### config.mk
export PLATFORM = sky130hd
export DESIGN_NAME = i2c_master_stop_and_arbitration
export DESIGN_NICKNAME = d
export VERILOG_FILES = /design/src/common/i2c_stop_arb_pkg.sv /design/src/i2c_master_stop_and_arbitration.sv
export SDC_FILE = /design/constraint.sdc
export NUM_CORES = 1
export LEC_CHECK = 0
export CAP_MARGIN = 30
export CORE_UTILIZATION = 64
export CTS_CLUSTER_DIAMETER = 200
export CTS_CLUSTER_SIZE = 8
export DETAILED_ROUTE_END_ITERATION = 8
export DONT_BUFFER_PORTS = 1
export GPL_TIMING_DRIVEN = 0
export PLACE_DENSITY = 0.88
export SLEW_MARGIN = 20
export SYNTH_ARGS = -nofsm -noshare
export SYNTH_HDL_FRONTEND = slang
export SYNTH_SLANG_ARGS = --single-unit
### constraint.sdc
create_clock -name ref_clk_i -period 4.05 [get_ports ref_clk_i]
set_clock_uncertainty 0.15 [all_clocks]
set_input_delay 0.2025 -clock ref_clk_i [delete_from_list [all_inputs] [get_ports ref_clk_i]]
set_output_delay 0.2025 -clock ref_clk_i [all_outputs]
set_load 0.05 [all_outputs]
### src/common/i2c_stop_arb_pkg.sv
// Constants and state codes for the two-wire master condition engine
package i2c_stop_arb_pkg;
   localparam int RELOAD_W = 8;
   localparam logic [7:0] RELOAD_RESET = 8'h4F;
   localparam logic [7:0] RELOAD_MIN = 8'h03;
   localparam int BIT_COUNT = 8;
   localparam logic [3:0] BIT_LAST = 4'h8;
   localparam logic [7:0] BUFFER_RESET = 8'h00;

   typedef enum logic [11:0] {
      ST_IDLE  = 12'h001,
      ST_SCHK  = 12'h002,
      ST_S1    = 12'h004,
      ST_S2    = 12'h008,
      ST_R1    = 12'h010,
      ST_R2    = 12'h020,
      ST_R3    = 12'h040,
      ST_P1    = 12'h080,
      ST_P2    = 12'h100,
      ST_P3    = 12'h200,
      ST_P4    = 12'h400,
      ST_XMIT  = 12'h800
   } cond_state_t;
endpackage

### src/i2c_master_stop_and_arbitration.sv
// Two-wire master condition engine: Start, Repeated Start, Stop, collisions
//
// Overview of operation
// - Buffer write during Acknowledge sets write collision flag, write is dropped.
// - After a byte SCL stays low; stop request makes master drive SDA low.
// - SDA low in Stop reloads baud count; timeout releases SCL, later SDA.
// - SDA high with SCL high sets stop-seen; one period later interrupt, request clears.
// - Buffer write during Stop sets write collision flag, write is dropped.
// - In sleep, address match or completed byte wakes processor if interrupt enabled.
// - Reset disables the port and aborts any transfer.
// - Start-seen and stop-seen flags clear on reset or port disable.
// - Busy bus with interrupt enabled, port idle: detected Stop raises port interrupt.
// - Driven one sampled zero sets collision flag and returns port to idle.
// - Transmit collision halts, clears buffer full, releases lines, accepts writes.
// - Condition collision aborts it, releases lines, clears its request bits.
// - After collision, keep monitoring; a Stop on a busy bus flags interrupt if interrupt enabled.
// - After collision, buffer write restarts transmission at first data bit.
// - SDA or SCL low at Start begin aborts Start with collision.
// - Start loads baud count on SDA high; SCL low with SDA high collides.
// - SDA low during first Start count resets count and drives SDA early.
// - After SDA low, recount ignoring SCL, then drive SCL low.
// - Repeated Start counts, releases SCL; SCL high with SDA low collides.
// - In second count SDA fall is fine; SCL fall before SDA drive collides.
// - Both high at count end: drive SDA low, recount, then drive SCL low.
// - Baud generator reloads from reload value; bus clock is ref_clk_i over 2(n+1).
`timescale 1ns/1ps
module i2c_master_stop_and_arbitration (
   input wire logic ref_clk_i,
   input wire logic reset_n_i,
   input wire logic port_enable_i,
   input wire logic [i2c_stop_arb_pkg::RELOAD_W-1:0] baud_reload_value_i,
   input wire logic start_request_i,
   input wire logic restart_request_i,
   input wire logic stop_request_i,
   input wire logic ack_request_i,
   input wire logic ack_data_i,
   input wire logic buffer_write_i,
   input wire logic [7:0] buffer_wdata_i,
   input wire logic write_collision_clear_i,
   input wire logic collision_clear_i,
   input wire logic port_interrupt_clear_i,
   input wire logic port_interrupt_enable_i,
   input wire logic sleep_i,
   input wire logic slave_event_i,
   input wire logic sda_i,
   input wire logic scl_i,
   output logic sda_o,
   output logic sda_oe_o,
   output logic scl_o,
   output logic scl_oe_o,
   output logic start_request_o,
   output logic restart_request_o,
   output logic stop_request_o,
   output logic ack_request_o,
   output logic write_collision_flag_o,
   output logic collision_interrupt_flag_o,
   output logic port_interrupt_flag_o,
   output logic buffer_full_flag_o,
   output logic start_seen_o,
   output logic stop_seen_o,
   output logic bus_free_o,
   output logic wake_o,
   output logic [7:0] transfer_buffer_o
);
   import i2c_stop_arb_pkg::*;

   // Pins come from outside, two flops before use
   logic sda_m_reg, sda_s_reg, scl_m_reg, scl_s_reg, sda_d_reg, scl_d_reg;
   always_ff @(posedge ref_clk_i or negedge reset_n_i) begin
      if (!reset_n_i) begin
         sda_m_reg <= 1'b1;
         sda_s_reg <= 1'b1;
         scl_m_reg <= 1'b1;
         scl_s_reg <= 1'b1;
         sda_d_reg <= 1'b1;
         scl_d_reg <= 1'b1;
      end else begin
         sda_m_reg <= sda_i;
         sda_s_reg <= sda_m_reg;
         scl_m_reg <= scl_i;
         scl_s_reg <= scl_m_reg;
         sda_d_reg <= sda_s_reg;
         scl_d_reg <= scl_s_reg;
      end
   end

   wire sda = sda_s_reg;
   wire scl = scl_s_reg;
   wire bus_start = scl && scl_d_reg && sda_d_reg && !sda;
   wire bus_stop = scl && scl_d_reg && !sda_d_reg && sda;

   cond_state_t state_reg, state_next;
   logic [7:0] baud_reg, baud_next;
   logic sda_drv_reg, sda_drv_next, scl_drv_reg, scl_drv_next;
   logic sreq_reg, sreq_next, rreq_reg, rreq_next, preq_reg, preq_next;
   logic areq_reg, areq_next, write_collision_flag_reg, write_collision_flag_next, bcl_reg, bcl_next;
   logic pif_reg, pif_next, bf_reg, bf_next, ss_reg, ss_next, ps_reg, ps_next;
   logic wake_reg, wake_next, busy_reg, busy_next;
   logic free_reg, free_next;
   logic [7:0] buf_reg, buf_next, shift_reg, shift_next;
   logic [3:0] bit_reg, bit_next;
   logic ack_phase_reg, ack_phase_next;

   function automatic logic timeout(input logic [7:0] cnt);
      return cnt == 8'h00;
   endfunction

   always_comb begin
      state_next = state_reg;
      baud_next = (baud_reg != 8'h00) ? baud_reg - 8'h01 : 8'h00;
      sda_drv_next = sda_drv_reg;
      scl_drv_next = scl_drv_reg;
      sreq_next = sreq_reg | start_request_i;
      rreq_next = rreq_reg | restart_request_i;
      preq_next = preq_reg | stop_request_i;
      areq_next = areq_reg | ack_request_i;
      write_collision_flag_next = write_collision_flag_reg & ~write_collision_clear_i;
      bcl_next = bcl_reg & ~collision_clear_i;
      pif_next = pif_reg & ~port_interrupt_clear_i;
      bf_next = bf_reg;
      buf_next = buf_reg;
      shift_next = shift_reg;
      bit_next = bit_reg;
      ack_phase_next = ack_phase_reg;
      ss_next = ss_reg;
      ps_next = ps_reg;
      busy_next = busy_reg;
      wake_next = sleep_i & slave_event_i & port_interrupt_enable_i;
      if (bus_start) begin
         ss_next = 1'b1;
         ps_next = 1'b0;
         busy_next = 1'b1;
      end
      if (bus_stop) begin
         ps_next = 1'b1;
         ss_next = 1'b0;
         busy_next = 1'b0;
      end
      // detected Stop on busy bus while idle, interrupt enabled
      if (bus_stop && state_reg == ST_IDLE && port_interrupt_enable_i && busy_reg) begin
         pif_next = 1'b1;
      end
      // writes refused during Ack or Stop
      if (buffer_write_i) begin
         if (areq_reg || state_reg inside {ST_P1, ST_P2, ST_P3, ST_P4}
             || state_reg == ST_XMIT) begin
            write_collision_flag_next = 1'b1;
         end else if (state_reg == ST_IDLE) begin
            buf_next = buffer_wdata_i;
            shift_next = buffer_wdata_i;
            bf_next = 1'b1;
            bit_next = 4'h0;
            state_next = ST_XMIT;
            baud_next = baud_reload_value_i;
            scl_drv_next = 1'b1;
         end
      end
      case (state_reg)
         ST_IDLE: begin
            if (sreq_reg) begin
               sda_drv_next = 1'b0;
               scl_drv_next = 1'b0;
               state_next = ST_SCHK;
            end else if (rreq_reg) begin
               sda_drv_next = 1'b0;
               baud_next = baud_reload_value_i;
               state_next = ST_R1;
            end else if (preq_reg) begin
               // drive SDA low with SCL held
               sda_drv_next = 1'b1;
               scl_drv_next = 1'b1;
               state_next = ST_P1;
            end else if (areq_reg) begin
               sda_drv_next = !ack_data_i;
               scl_drv_next = 1'b1;
               baud_next = baud_reload_value_i;
               ack_phase_next = 1'b0;
               state_next = ST_P4;
            end
         end
         ST_SCHK: begin
            // lines must be high at Start
            if (!sda || !scl) begin
               bcl_next = 1'b1;
               sreq_next = 1'b0;
               state_next = ST_IDLE;
            end else begin
               baud_next = baud_reload_value_i;
               state_next = ST_S1;
            end
         end
         ST_S1: begin
            if (!sda || timeout(baud_reg)) begin
               sda_drv_next = 1'b1;
               baud_next = baud_reload_value_i;
               state_next = ST_S2;
            end else if (!scl) begin
               bcl_next = 1'b1;
               sreq_next = 1'b0;
               state_next = ST_IDLE;
            end
         end
         ST_S2: begin
            // SCL ignored, drive SCL at end
            if (timeout(baud_reg)) begin
               scl_drv_next = 1'b1;
               sreq_next = 1'b0;
               pif_next = 1'b1;
               state_next = ST_IDLE;
            end
         end
         ST_R1: begin
            if (timeout(baud_reg)) begin
               scl_drv_next = 1'b0;
               state_next = ST_R2;
            end
         end
         ST_R2: begin
            if (scl) begin
               if (!sda) begin
                  bcl_next = 1'b1;
                  rreq_next = 1'b0;
                  sda_drv_next = 1'b0;
                  state_next = ST_IDLE;
               end else begin
                  baud_next = baud_reload_value_i;
                  state_next = ST_R3;
               end
            end
         end
         ST_R3: begin
            // SCL fall before SDA is a collision
            if (!scl && !sda_drv_reg) begin
               bcl_next = 1'b1;
               rreq_next = 1'b0;
               state_next = ST_IDLE;
            end else if (timeout(baud_reg)) begin
               if (!sda_drv_reg) begin
                  sda_drv_next = 1'b1;
                  baud_next = baud_reload_value_i;
               end else begin
                  scl_drv_next = 1'b1;
                  rreq_next = 1'b0;
                  pif_next = 1'b1;
                  state_next = ST_IDLE;
               end
            end
         end
         ST_P1: begin
            // SDA low seen, reload and count
            if (!sda) begin
               baud_next = baud_reload_value_i;
               state_next = ST_P2;
            end
         end
         ST_P2: begin
            if (timeout(baud_reg)) begin
               if (scl_drv_reg) begin
                  scl_drv_next = 1'b0;
                  baud_next = baud_reload_value_i;
               end else begin
                  sda_drv_next = 1'b0;
                  state_next = ST_P3;
               end
            end
         end
         ST_P3: begin
            // stop-seen then interrupt one period later
            if (sda && scl && !ps_reg) begin
               ps_next = 1'b1;
               baud_next = baud_reload_value_i;
            end else if (ps_reg && timeout(baud_reg)) begin
               preq_next = 1'b0;
               pif_next = 1'b1;
               state_next = ST_IDLE;
            end
         end
         ST_P4: begin
            // Acknowledge: low period, release SCL, high period, pull low
            if (sda_drv_reg == 1'b0 && scl && !sda && !ack_phase_reg) begin
               bcl_next = 1'b1;
               areq_next = 1'b0;
               scl_drv_next = 1'b0;
               state_next = ST_IDLE;
            end else if (timeout(baud_reg)) begin
               if (scl_drv_reg) begin
                  scl_drv_next = 1'b0;
                  baud_next = baud_reload_value_i;
               end else if (scl) begin
                  scl_drv_next = 1'b1;
                  sda_drv_next = 1'b0;
                  areq_next = 1'b0;
                  pif_next = 1'b1;
                  state_next = ST_IDLE;
               end
            end
         end
         ST_XMIT: begin
            if (timeout(baud_reg)) begin
               baud_next = baud_reload_value_i;
               if (scl_drv_reg) begin
                  sda_drv_next = (bit_reg < BIT_LAST) ? !shift_reg[7] : 1'b0;
                  scl_drv_next = 1'b0;
               end else if (scl) begin
                  if (bit_reg < BIT_LAST && !sda_drv_reg && !sda) begin
                     bcl_next = 1'b1;
                     bf_next = 1'b0;
                     sda_drv_next = 1'b0;
                     state_next = ST_IDLE;
                  end else if (bit_reg == BIT_LAST) begin
                     scl_drv_next = 1'b1;
                     sda_drv_next = 1'b0;
                     pif_next = 1'b1;
                     state_next = ST_IDLE;
                  end else begin
                     scl_drv_next = 1'b1;
                     shift_next = {shift_reg[6:0], 1'b0};
                     bit_next = bit_reg + 4'h1;
                     if (bit_reg + 4'h1 == BIT_LAST) begin
                        bf_next = 1'b0;
                     end
                  end
               end
            end
         end
         default: begin
            state_next = ST_IDLE;
         end
      endcase
      if (bcl_next && !bcl_reg && state_next == ST_IDLE) begin
         sda_drv_next = 1'b0;
         scl_drv_next = 1'b0;
      end
      // disabled port aborts and clears seen flags
      if (!port_enable_i) begin
         state_next = ST_IDLE;
         sda_drv_next = 1'b0;
         scl_drv_next = 1'b0;
         sreq_next = 1'b0;
         rreq_next = 1'b0;
         preq_next = 1'b0;
         areq_next = 1'b0;
         ss_next = 1'b0;
         ps_next = 1'b0;
         busy_next = 1'b0;
      end
      // registered so the output comes from a flop
      free_next = ps_next | ~(ss_next | ps_next);
   end

   always_ff @(posedge ref_clk_i or negedge reset_n_i) begin
      if (!reset_n_i) begin
         state_reg <= ST_IDLE;
         baud_reg <= 8'h00;
         sda_drv_reg <= 1'b0;
         scl_drv_reg <= 1'b0;
         sreq_reg <= 1'b0;
         rreq_reg <= 1'b0;
         preq_reg <= 1'b0;
         areq_reg <= 1'b0;
         write_collision_flag_reg <= 1'b0;
         bcl_reg <= 1'b0;
         pif_reg <= 1'b0;
         bf_reg <= 1'b0;
         ss_reg <= 1'b0;
         ps_reg <= 1'b0;
         busy_reg <= 1'b0;
         wake_reg <= 1'b0;
         free_reg <= 1'b1;
         buf_reg <= BUFFER_RESET;
         shift_reg <= BUFFER_RESET;
         bit_reg <= 4'h0;
         ack_phase_reg <= 1'b0;
      end else begin
         state_reg <= state_next;
         baud_reg <= baud_next;
         sda_drv_reg <= sda_drv_next;
         scl_drv_reg <= scl_drv_next;
         sreq_reg <= sreq_next;
         rreq_reg <= rreq_next;
         preq_reg <= preq_next;
         areq_reg <= areq_next;
         write_collision_flag_reg <= write_collision_flag_next;
         bcl_reg <= bcl_next;
         pif_reg <= pif_next;
         bf_reg <= bf_next;
         ss_reg <= ss_next;
         ps_reg <= ps_next;
         busy_reg <= busy_next;
         wake_reg <= wake_next;
         free_reg <= free_next;
         buf_reg <= buf_next;
         shift_reg <= shift_next;
         bit_reg <= bit_next;
         ack_phase_reg <= ack_phase_next;
      end
   end

   // Open drain: pin output always low, enable pulls
   assign sda_o = 1'b0;
   assign scl_o = 1'b0;
   assign sda_oe_o = sda_drv_reg;
   assign scl_oe_o = scl_drv_reg;
   assign start_request_o = sreq_reg;
   assign restart_request_o = rreq_reg;
   assign stop_request_o = preq_reg;
   assign ack_request_o = areq_reg;
   assign write_collision_flag_o = write_collision_flag_reg;
   assign collision_interrupt_flag_o = bcl_reg;
   assign port_interrupt_flag_o = pif_reg;
   assign buffer_full_flag_o = bf_reg;
   assign start_seen_o = ss_reg;
   assign stop_seen_o = ps_reg;
   // software may take bus when this is high
   assign bus_free_o = free_reg;
   assign wake_o = wake_reg;
   assign transfer_buffer_o = buf_reg;
endmodule

# Yosys cells after proc, flatten, opt, wreduce, memory -nomap -nowiden
# Index checks and enable logic that the tools add are counted.
[word_totals] reg_bits=61 inputBits=33 out_inout_bits=24 elab_cells=310
[op_classes] add_sub_neg=2 n_lt_le_gt_ge=1 eq_ne=32 mux=197 bitwise_logic=17 n_reduce_logical=35
[op_table] cell="12-bit two-way mux" count=30
[op_table] cell="8-bit two-way mux" count=30
[op_table] cell="12-bit one-hot mux with 12 select lines" count=1
[op_table] cell="1-bit two-way mux" count=118
[op_table] cell="8-bit one-hot mux with 10 select lines" count=1
[op_table] cell="4-bit two-way mux" count=9
[op_table] cell="12-bit by 1-bit equality test with 1-bit output (second input constant)" count=2
[op_table] cell="4-bit inequality test (second input constant)" count=5
[op_table] cell="1-bit logical AND" count=18
[op_table] cell="4-bit by 3-bit inequality test with 1-bit output (second input constant)" count=4
[op_table] cell="16-bit AND reduction" count=1
[op_table] cell="1-bit one-hot mux with 7 select lines" count=2
[op_table] cell="12-bit by 10-bit equality test with 1-bit output (second input constant)" count=1
[op_table] cell="12-bit by 11-bit equality test with 1-bit output (second input constant)" count=1
[op_table] cell="12-bit equality test (second input constant)" count=1
[op_table] cell="12-bit by 2-bit equality test with 1-bit output (second input constant)" count=1
[op_table] cell="12-bit by 3-bit equality test with 1-bit output (second input constant)" count=1
[op_table] cell="12-bit by 4-bit equality test with 1-bit output (second input constant)" count=1
[op_table] cell="12-bit by 5-bit equality test with 1-bit output (second input constant)" count=1
[op_table] cell="12-bit by 6-bit equality test with 1-bit output (second input constant)" count=1
[op_table] cell="12-bit by 7-bit equality test with 1-bit output (second input constant)" count=1
[op_table] cell="12-bit by 8-bit equality test with 1-bit output (second input constant)" count=1
[op_table] cell="12-bit by 9-bit equality test with 1-bit output (second input constant)" count=1
[op_table] cell="4-bit by 2-bit inequality test with 1-bit output (second input constant)" count=3
[op_table] cell="other kinds (24)" count=49

# Logic depth before layout (Yosys ltp)
[logic_depth] depth_word=16 ltp_mapped=11 depth_no_buf=9

# Worst setup path after synthesis
# No wires, ideal clock.
[synth_path] path_type="register -> register" from="reg sda_drv_reg (netlist: sda_oe_o)" to="reg state_reg[9]" setup_time_ns=0.148 arrival_ns=2.610 t_required_ns=3.752 slack_ns=1.142 path_stages_with_launch=9 n_path_buf=2 period_less_slack_ns=2.908 path_cell_list="dfrtp_1 > clkbuf_1 > nor3_1 > o21a_1 > o22ai_1 > or3b_2 > clkbuf_1 > o31ai_1 > a21oi_1"
[synth_between] elab_chain_cells=9 word_cells_on_any_way=17 cone_classes="mux (10); bitwise (1); reduce/logical (6)"
[synth_lines] item="from (decl)" line_no="i2c_master_stop_and_arbitration.sv:94" rtl="logic sda_drv_reg, sda_drv_next, scl_drv_reg, scl_drv_next;"
[synth_lines] item="from (signal assigned)" line_no="i2c_master_stop_and_arbitration.sv:377" rtl="sda_drv_reg <= sda_drv_next;"
[synth_lines] item="1-bit zero test" line_no="i2c_master_stop_and_arbitration.sv:233, i2c_master_stop_and_arbitration.sv:305"
[synth_lines] item="1-bit logical AND (2 in a row)" line_no="i2c_master_stop_and_arbitration.sv:305" rtl="if (bit_reg < BIT_LAST && !sda_drv_reg && !sda) begin"
[synth_lines] item="12-bit two-way mux" line_no="i2c_master_stop_and_arbitration.sv:305"
[synth_lines] item="12-bit two-way mux" line_no="i2c_master_stop_and_arbitration.sv:304" rtl="end else if (scl) begin"
[synth_lines] item="12-bit two-way mux" line_no="i2c_master_stop_and_arbitration.sv:301" rtl="if (scl_drv_reg) begin"
[synth_lines] item="12-bit two-way mux" line_no="i2c_master_stop_and_arbitration.sv:299" rtl="if (timeout(baud_reg)) begin"
[synth_lines] item="12-bit one-hot mux with 12 select lines (*)" line_no="i2c_master_stop_and_arbitration.sv:158" rtl="case (state_reg)"
[synth_lines] item="12-bit two-way mux (*)" line_no="i2c_master_stop_and_arbitration.sv:335" rtl="if (!port_enable_i) begin"
[synth_lines] item="named net state_next[9]" line_no="i2c_master_stop_and_arbitration.sv:92" rtl="cond_state_t state_reg, state_next;"
[synth_lines] item="to (signal assigned)" line_no="i2c_master_stop_and_arbitration.sv:375" rtl="state_reg <= state_next;"
[synth_lines] item="to (decl)" line_no="i2c_master_stop_and_arbitration.sv:92"
# Mark *: on every way through the listed nets, which the timed path passes. The rest lies on a longest branch.
# A chain may end at the register's enable or synchronous reset.

# Worst setup path after layout
[layout_path] from="reg state_reg[2]" to="reg scl_drv_reg (netlist: scl_oe_o)"
[layout_between] elab_chain_cells=16 word_cells_on_any_way=74 cone_classes="eq/ne (13); mux (56); reduce/logical (5)"
[layout_lines] item="12-bit by 8-bit equality test with 1-bit output, or another cell as far along" line_no="i2c_master_stop_and_arbitration.sv:145, i2c_master_stop_and_arbitration.sv:158"
[layout_lines] item="4-bit nonzero test" line_no="i2c_master_stop_and_arbitration.sv:145" rtl="if (areq_reg || state_reg inside {ST_P1, ST_P2, ST_P3, ST_P4}"
[layout_lines] item="1-bit logical OR" line_no="i2c_master_stop_and_arbitration.sv:145"
[layout_lines] item="1-bit logical OR" line_no="i2c_master_stop_and_arbitration.sv:146" rtl="|| state_reg == ST_XMIT) begin"
[layout_lines] item="12-bit two-way mux" line_no="i2c_master_stop_and_arbitration.sv:145"
[layout_lines] item="12-bit two-way mux" line_no="i2c_master_stop_and_arbitration.sv:144" rtl="if (buffer_write_i) begin"
[layout_lines] item="12-bit two-way mux" line_no="i2c_master_stop_and_arbitration.sv:310" rtl="end else if (bit_reg == BIT_LAST) begin"
[layout_lines] item="12-bit two-way mux" line_no="i2c_master_stop_and_arbitration.sv:305"
[layout_lines] item="12-bit two-way mux" line_no="i2c_master_stop_and_arbitration.sv:304"
[layout_lines] item="12-bit two-way mux" line_no="i2c_master_stop_and_arbitration.sv:301"
[layout_lines] item="12-bit two-way mux" line_no="i2c_master_stop_and_arbitration.sv:299"
[layout_lines] item="12-bit one-hot mux with 12 select lines" line_no="i2c_master_stop_and_arbitration.sv:158"
[layout_lines] item="12-bit by 1-bit equality test with 1-bit output" line_no="i2c_master_stop_and_arbitration.sv:330" rtl="if (bcl_next && !bcl_reg && state_next == ST_IDLE) begin"
[layout_lines] item="1-bit logical AND" line_no="i2c_master_stop_and_arbitration.sv:330"
[layout_lines] item="1-bit two-way mux (*)" line_no="i2c_master_stop_and_arbitration.sv:330"
[layout_lines] item="1-bit two-way mux (*)" line_no="i2c_master_stop_and_arbitration.sv:335"
[layout_lines] item="named net scl_drv_next" line_no="i2c_master_stop_and_arbitration.sv:94"
[layout_lines] item="to (signal assigned)" line_no="i2c_master_stop_and_arbitration.sv:378" rtl="scl_drv_reg <= scl_drv_next;"
[layout_lines] item="to (decl)" line_no="i2c_master_stop_and_arbitration.sv:94"
# Marks and branches as above.

==> flow_summary.yaml <==
final_layout:
  largest_reg_flops: 12
  fin_util: 0.778
  finalNetCount: 572
  final_cell_mix: "nand2_1, dfrtp_1, nor2_1"
  final_common_cell: "nand2_1"
  drive_gt1_frac: 0.115
  syn2layout_area_growth_pct: 15.7
clock_tree:
  cts_tree: "done"
  root_buffer: "clkbuf_8"
  cts_sinks: 61
  clockBufferDepth: 2
  clk_pin_slew_worst_paths_ns: 0.07
  cts_buffers: 9
  insertion_delay_ns: 0.35
  htree_levels: 3
critical_path:
  slowest_delay_ns: 0.76
  worstPathRequired_ns: 4.14
  cp_slowest_cell: "nor4_2"
  worstSetupPathType: "reg -> reg"
  cp.buffers_inverters: 1
  critPathMaxFanout: 9
  cp-end-kind: "register"
  worstPathArrival_ns: 3.75
  crit_path_cell_trace: "clkbuf_1 > nor4_2 > nand2_1 > nor4_1 > o21ai_0 > nand4_1 > o22ai_1 > a211oi_1"
  cp-start-kind: "register"
  crit_family: "simple AND/OR/NAND/NOR gates"
drt:
  avgViaCountPerCell: 7.23
  drt_iter0_drc: 787
  avgRoutedWirePerCell_um: 23.1
  drt_first_pass_iters: 6
  route.detailed.drc: 0
  drt-total-wl_mm: 14.2
  ant_nets: 0
  vias: 4455
logic_synthesis:
  synth_compound_area_frac: 0.195
  yosys_warnings: 0
  yosys-top-cells-area: "dfrtp_1, nand2_1, dfstp_2"
  synth_edf_count: 0
  synth_cell_types: 67
  syn_area_um2: 4030
  synth_top_family_by_area: "simple AND/OR/NAND/NOR gates"
  syn_inst: 493
  synth_largest_area_cell: "dfrtp_1"
  synth_xor_area_frac: 0.0174
  synthSimpleGateAreaFrac: 0.317
  synth_mux_area_frac: 0.0193
  synth_top_area_share: 0.329
  syn_avg_cell_area_um2: 8.17
  ys_seq_elements: 61
  synthAdderAreaFrac: 0.0124
  async_reset_ff_frac: 1.00
  ys_seq_area_frac: 0.381
  ys.flop_type: "dfrtp_1"
power_and_ir_drop:
  ir_drop_uv: 498
  total_power_mw: 2.59
  powerDensity_nw_per_um2: 555
  p_leak_nw: 2.00
global_route:
  grt_pass1_vias: 4257
  gr-total-overflow: 0
  grt_pass1_wl_mm: 22.2
  antenna_found_initial: 0
  grt_usage: 0.461
  grt_max_degree: 62
timing:
  worst_slew_pin_slew_ns: 0.892
  slew_headroom: 0.400
  max_freq_mhz: 273
  drv_slew: 0
  fin_setup_tns_ns: 0
  finalSetupViolations: 0
  fin_crit_ns: 3.66
  rsz0062_at_grt: "no"
  finalCritPeriodShare: 0.903
  hold_violations: 0
outcome:
  status: "complete, no violations"
run:
  cap_violations: 0
floorplanning:
  die_x_um: 81.3
  io-pin-count: 57
  start_util: 0.672
  core_area_um2: 5990
  num_rows: 28
  die-area_um2: 6610
  die_h_um: 81.3
placement:
  place_hpwl_mm: 9.18
  port_buffers: 0
  gp_routability_congestion: 1.05
min_path:
  worstHoldPathType: "in -> reg"
==> path summary, 6_finish.rpt <==
| check | from | end | slack [ns] | cells after the start |
|---|---|---|---|---|
| max | state_reg[2] | scl_oe_o | 0.39 | 8 |
| min | baud_reload_value_i[6] | baud_reg[6] | 0.02 | 3 |
| max reg2reg | state_reg[2] | scl_oe_o | 0.39 | 8 |
| min reg2reg | scl_m_reg | scl | 0.21 | 0 |
| max in group asynchronous | reset_n_i | bus_free_o | 3.20 | 2 |
| min in group asynchronous | reset_n_i | state_reg[2] | 0.25 | 2 |
==> power by group <==
part	internal, mW	switching (mW)	total (mW)
registers	0.755	0.307	1.06
clock network	0.317	0.256	0.573
logic	0.357	0.594	0.950
==> kinds of logic (layout without fill, tap and decap cells) <==
family | after synthesis | after routing
DFF | 61 | 61
muxes | 7 | 7
buffers and inverters | 55 | 101
adders and majority gates | 4 | 4
xor gates and xnor gates | 8 | 8
AOI/OAI and AO/OA | 122 | 122
other | 1 | 3
and+or+nand+nor | 235 | 235
==> metrics by stage <==
stage                     cells  setup WS (ns)  hold slack, ns  area, um^2
final                       616          0.392          0.0223        4660
after CTS                   615          0.629          0.0105        4650
after global routing        615          0.292          0.0663        4660
after detailed placement    569          0.675          -0.242        4130
after global placement      569          0.630          -0.242        4130
after floorplan             494           1.14          -0.243        4030
==> worst reg2reg max path: stages, from the launching register on <==
cell      delay (ns)
dfrtp_1         0.37
clkbuf_1        0.22
nor4_2          0.76
nand2_1         0.31
nor4_1          0.64
o21ai_0         0.50
nand4_1         0.22
o22ai_1         0.12
a211oi_1        0.27
==> layer usage <==
metal | routed length (um) | global-route usage | vias up
li1 | - | - | 1888
met1 | 5290 | 0.572 | 2086
met2 | 6380 | 0.706 | 384
met3 | 1770 | 0.153 | 97
met4 | 795 | 0.252 | 0
met5 | 0 | 0 | -
==> timing repair <==
item	in CTS	in global routing
setup buffers	0	0
gates resized for setup	0	0
hold buffers	30	0
hold endpoints to repair	97	0
==> cells in the mapped netlist, types with 9 or more instances <==
cell,n
clkbuf_1,24
a21oi_1,26
nand2_1,64
nor3_1,13
nor4_1,12
o21ai_0,32
nand4_1,14
buf_2,10
and3_1,9
dfrtp_1,53
a31oi_1,9
nor2_1,36
nand2b_1,13
nand3_1,21
inv_1,17
==> layout make-up <==
type	count	area, um^2
tap	75	93.8
sequential	61	1540
antenna	1	2.50
multi-input combinational	378	2270
inverter	17	63.8
timing repair buffer	30	318
clock inverter	5	58.8
fill	400	1330
buffer	38	166
clock buffer	11	151
Power figures use the tool's default switching activity.
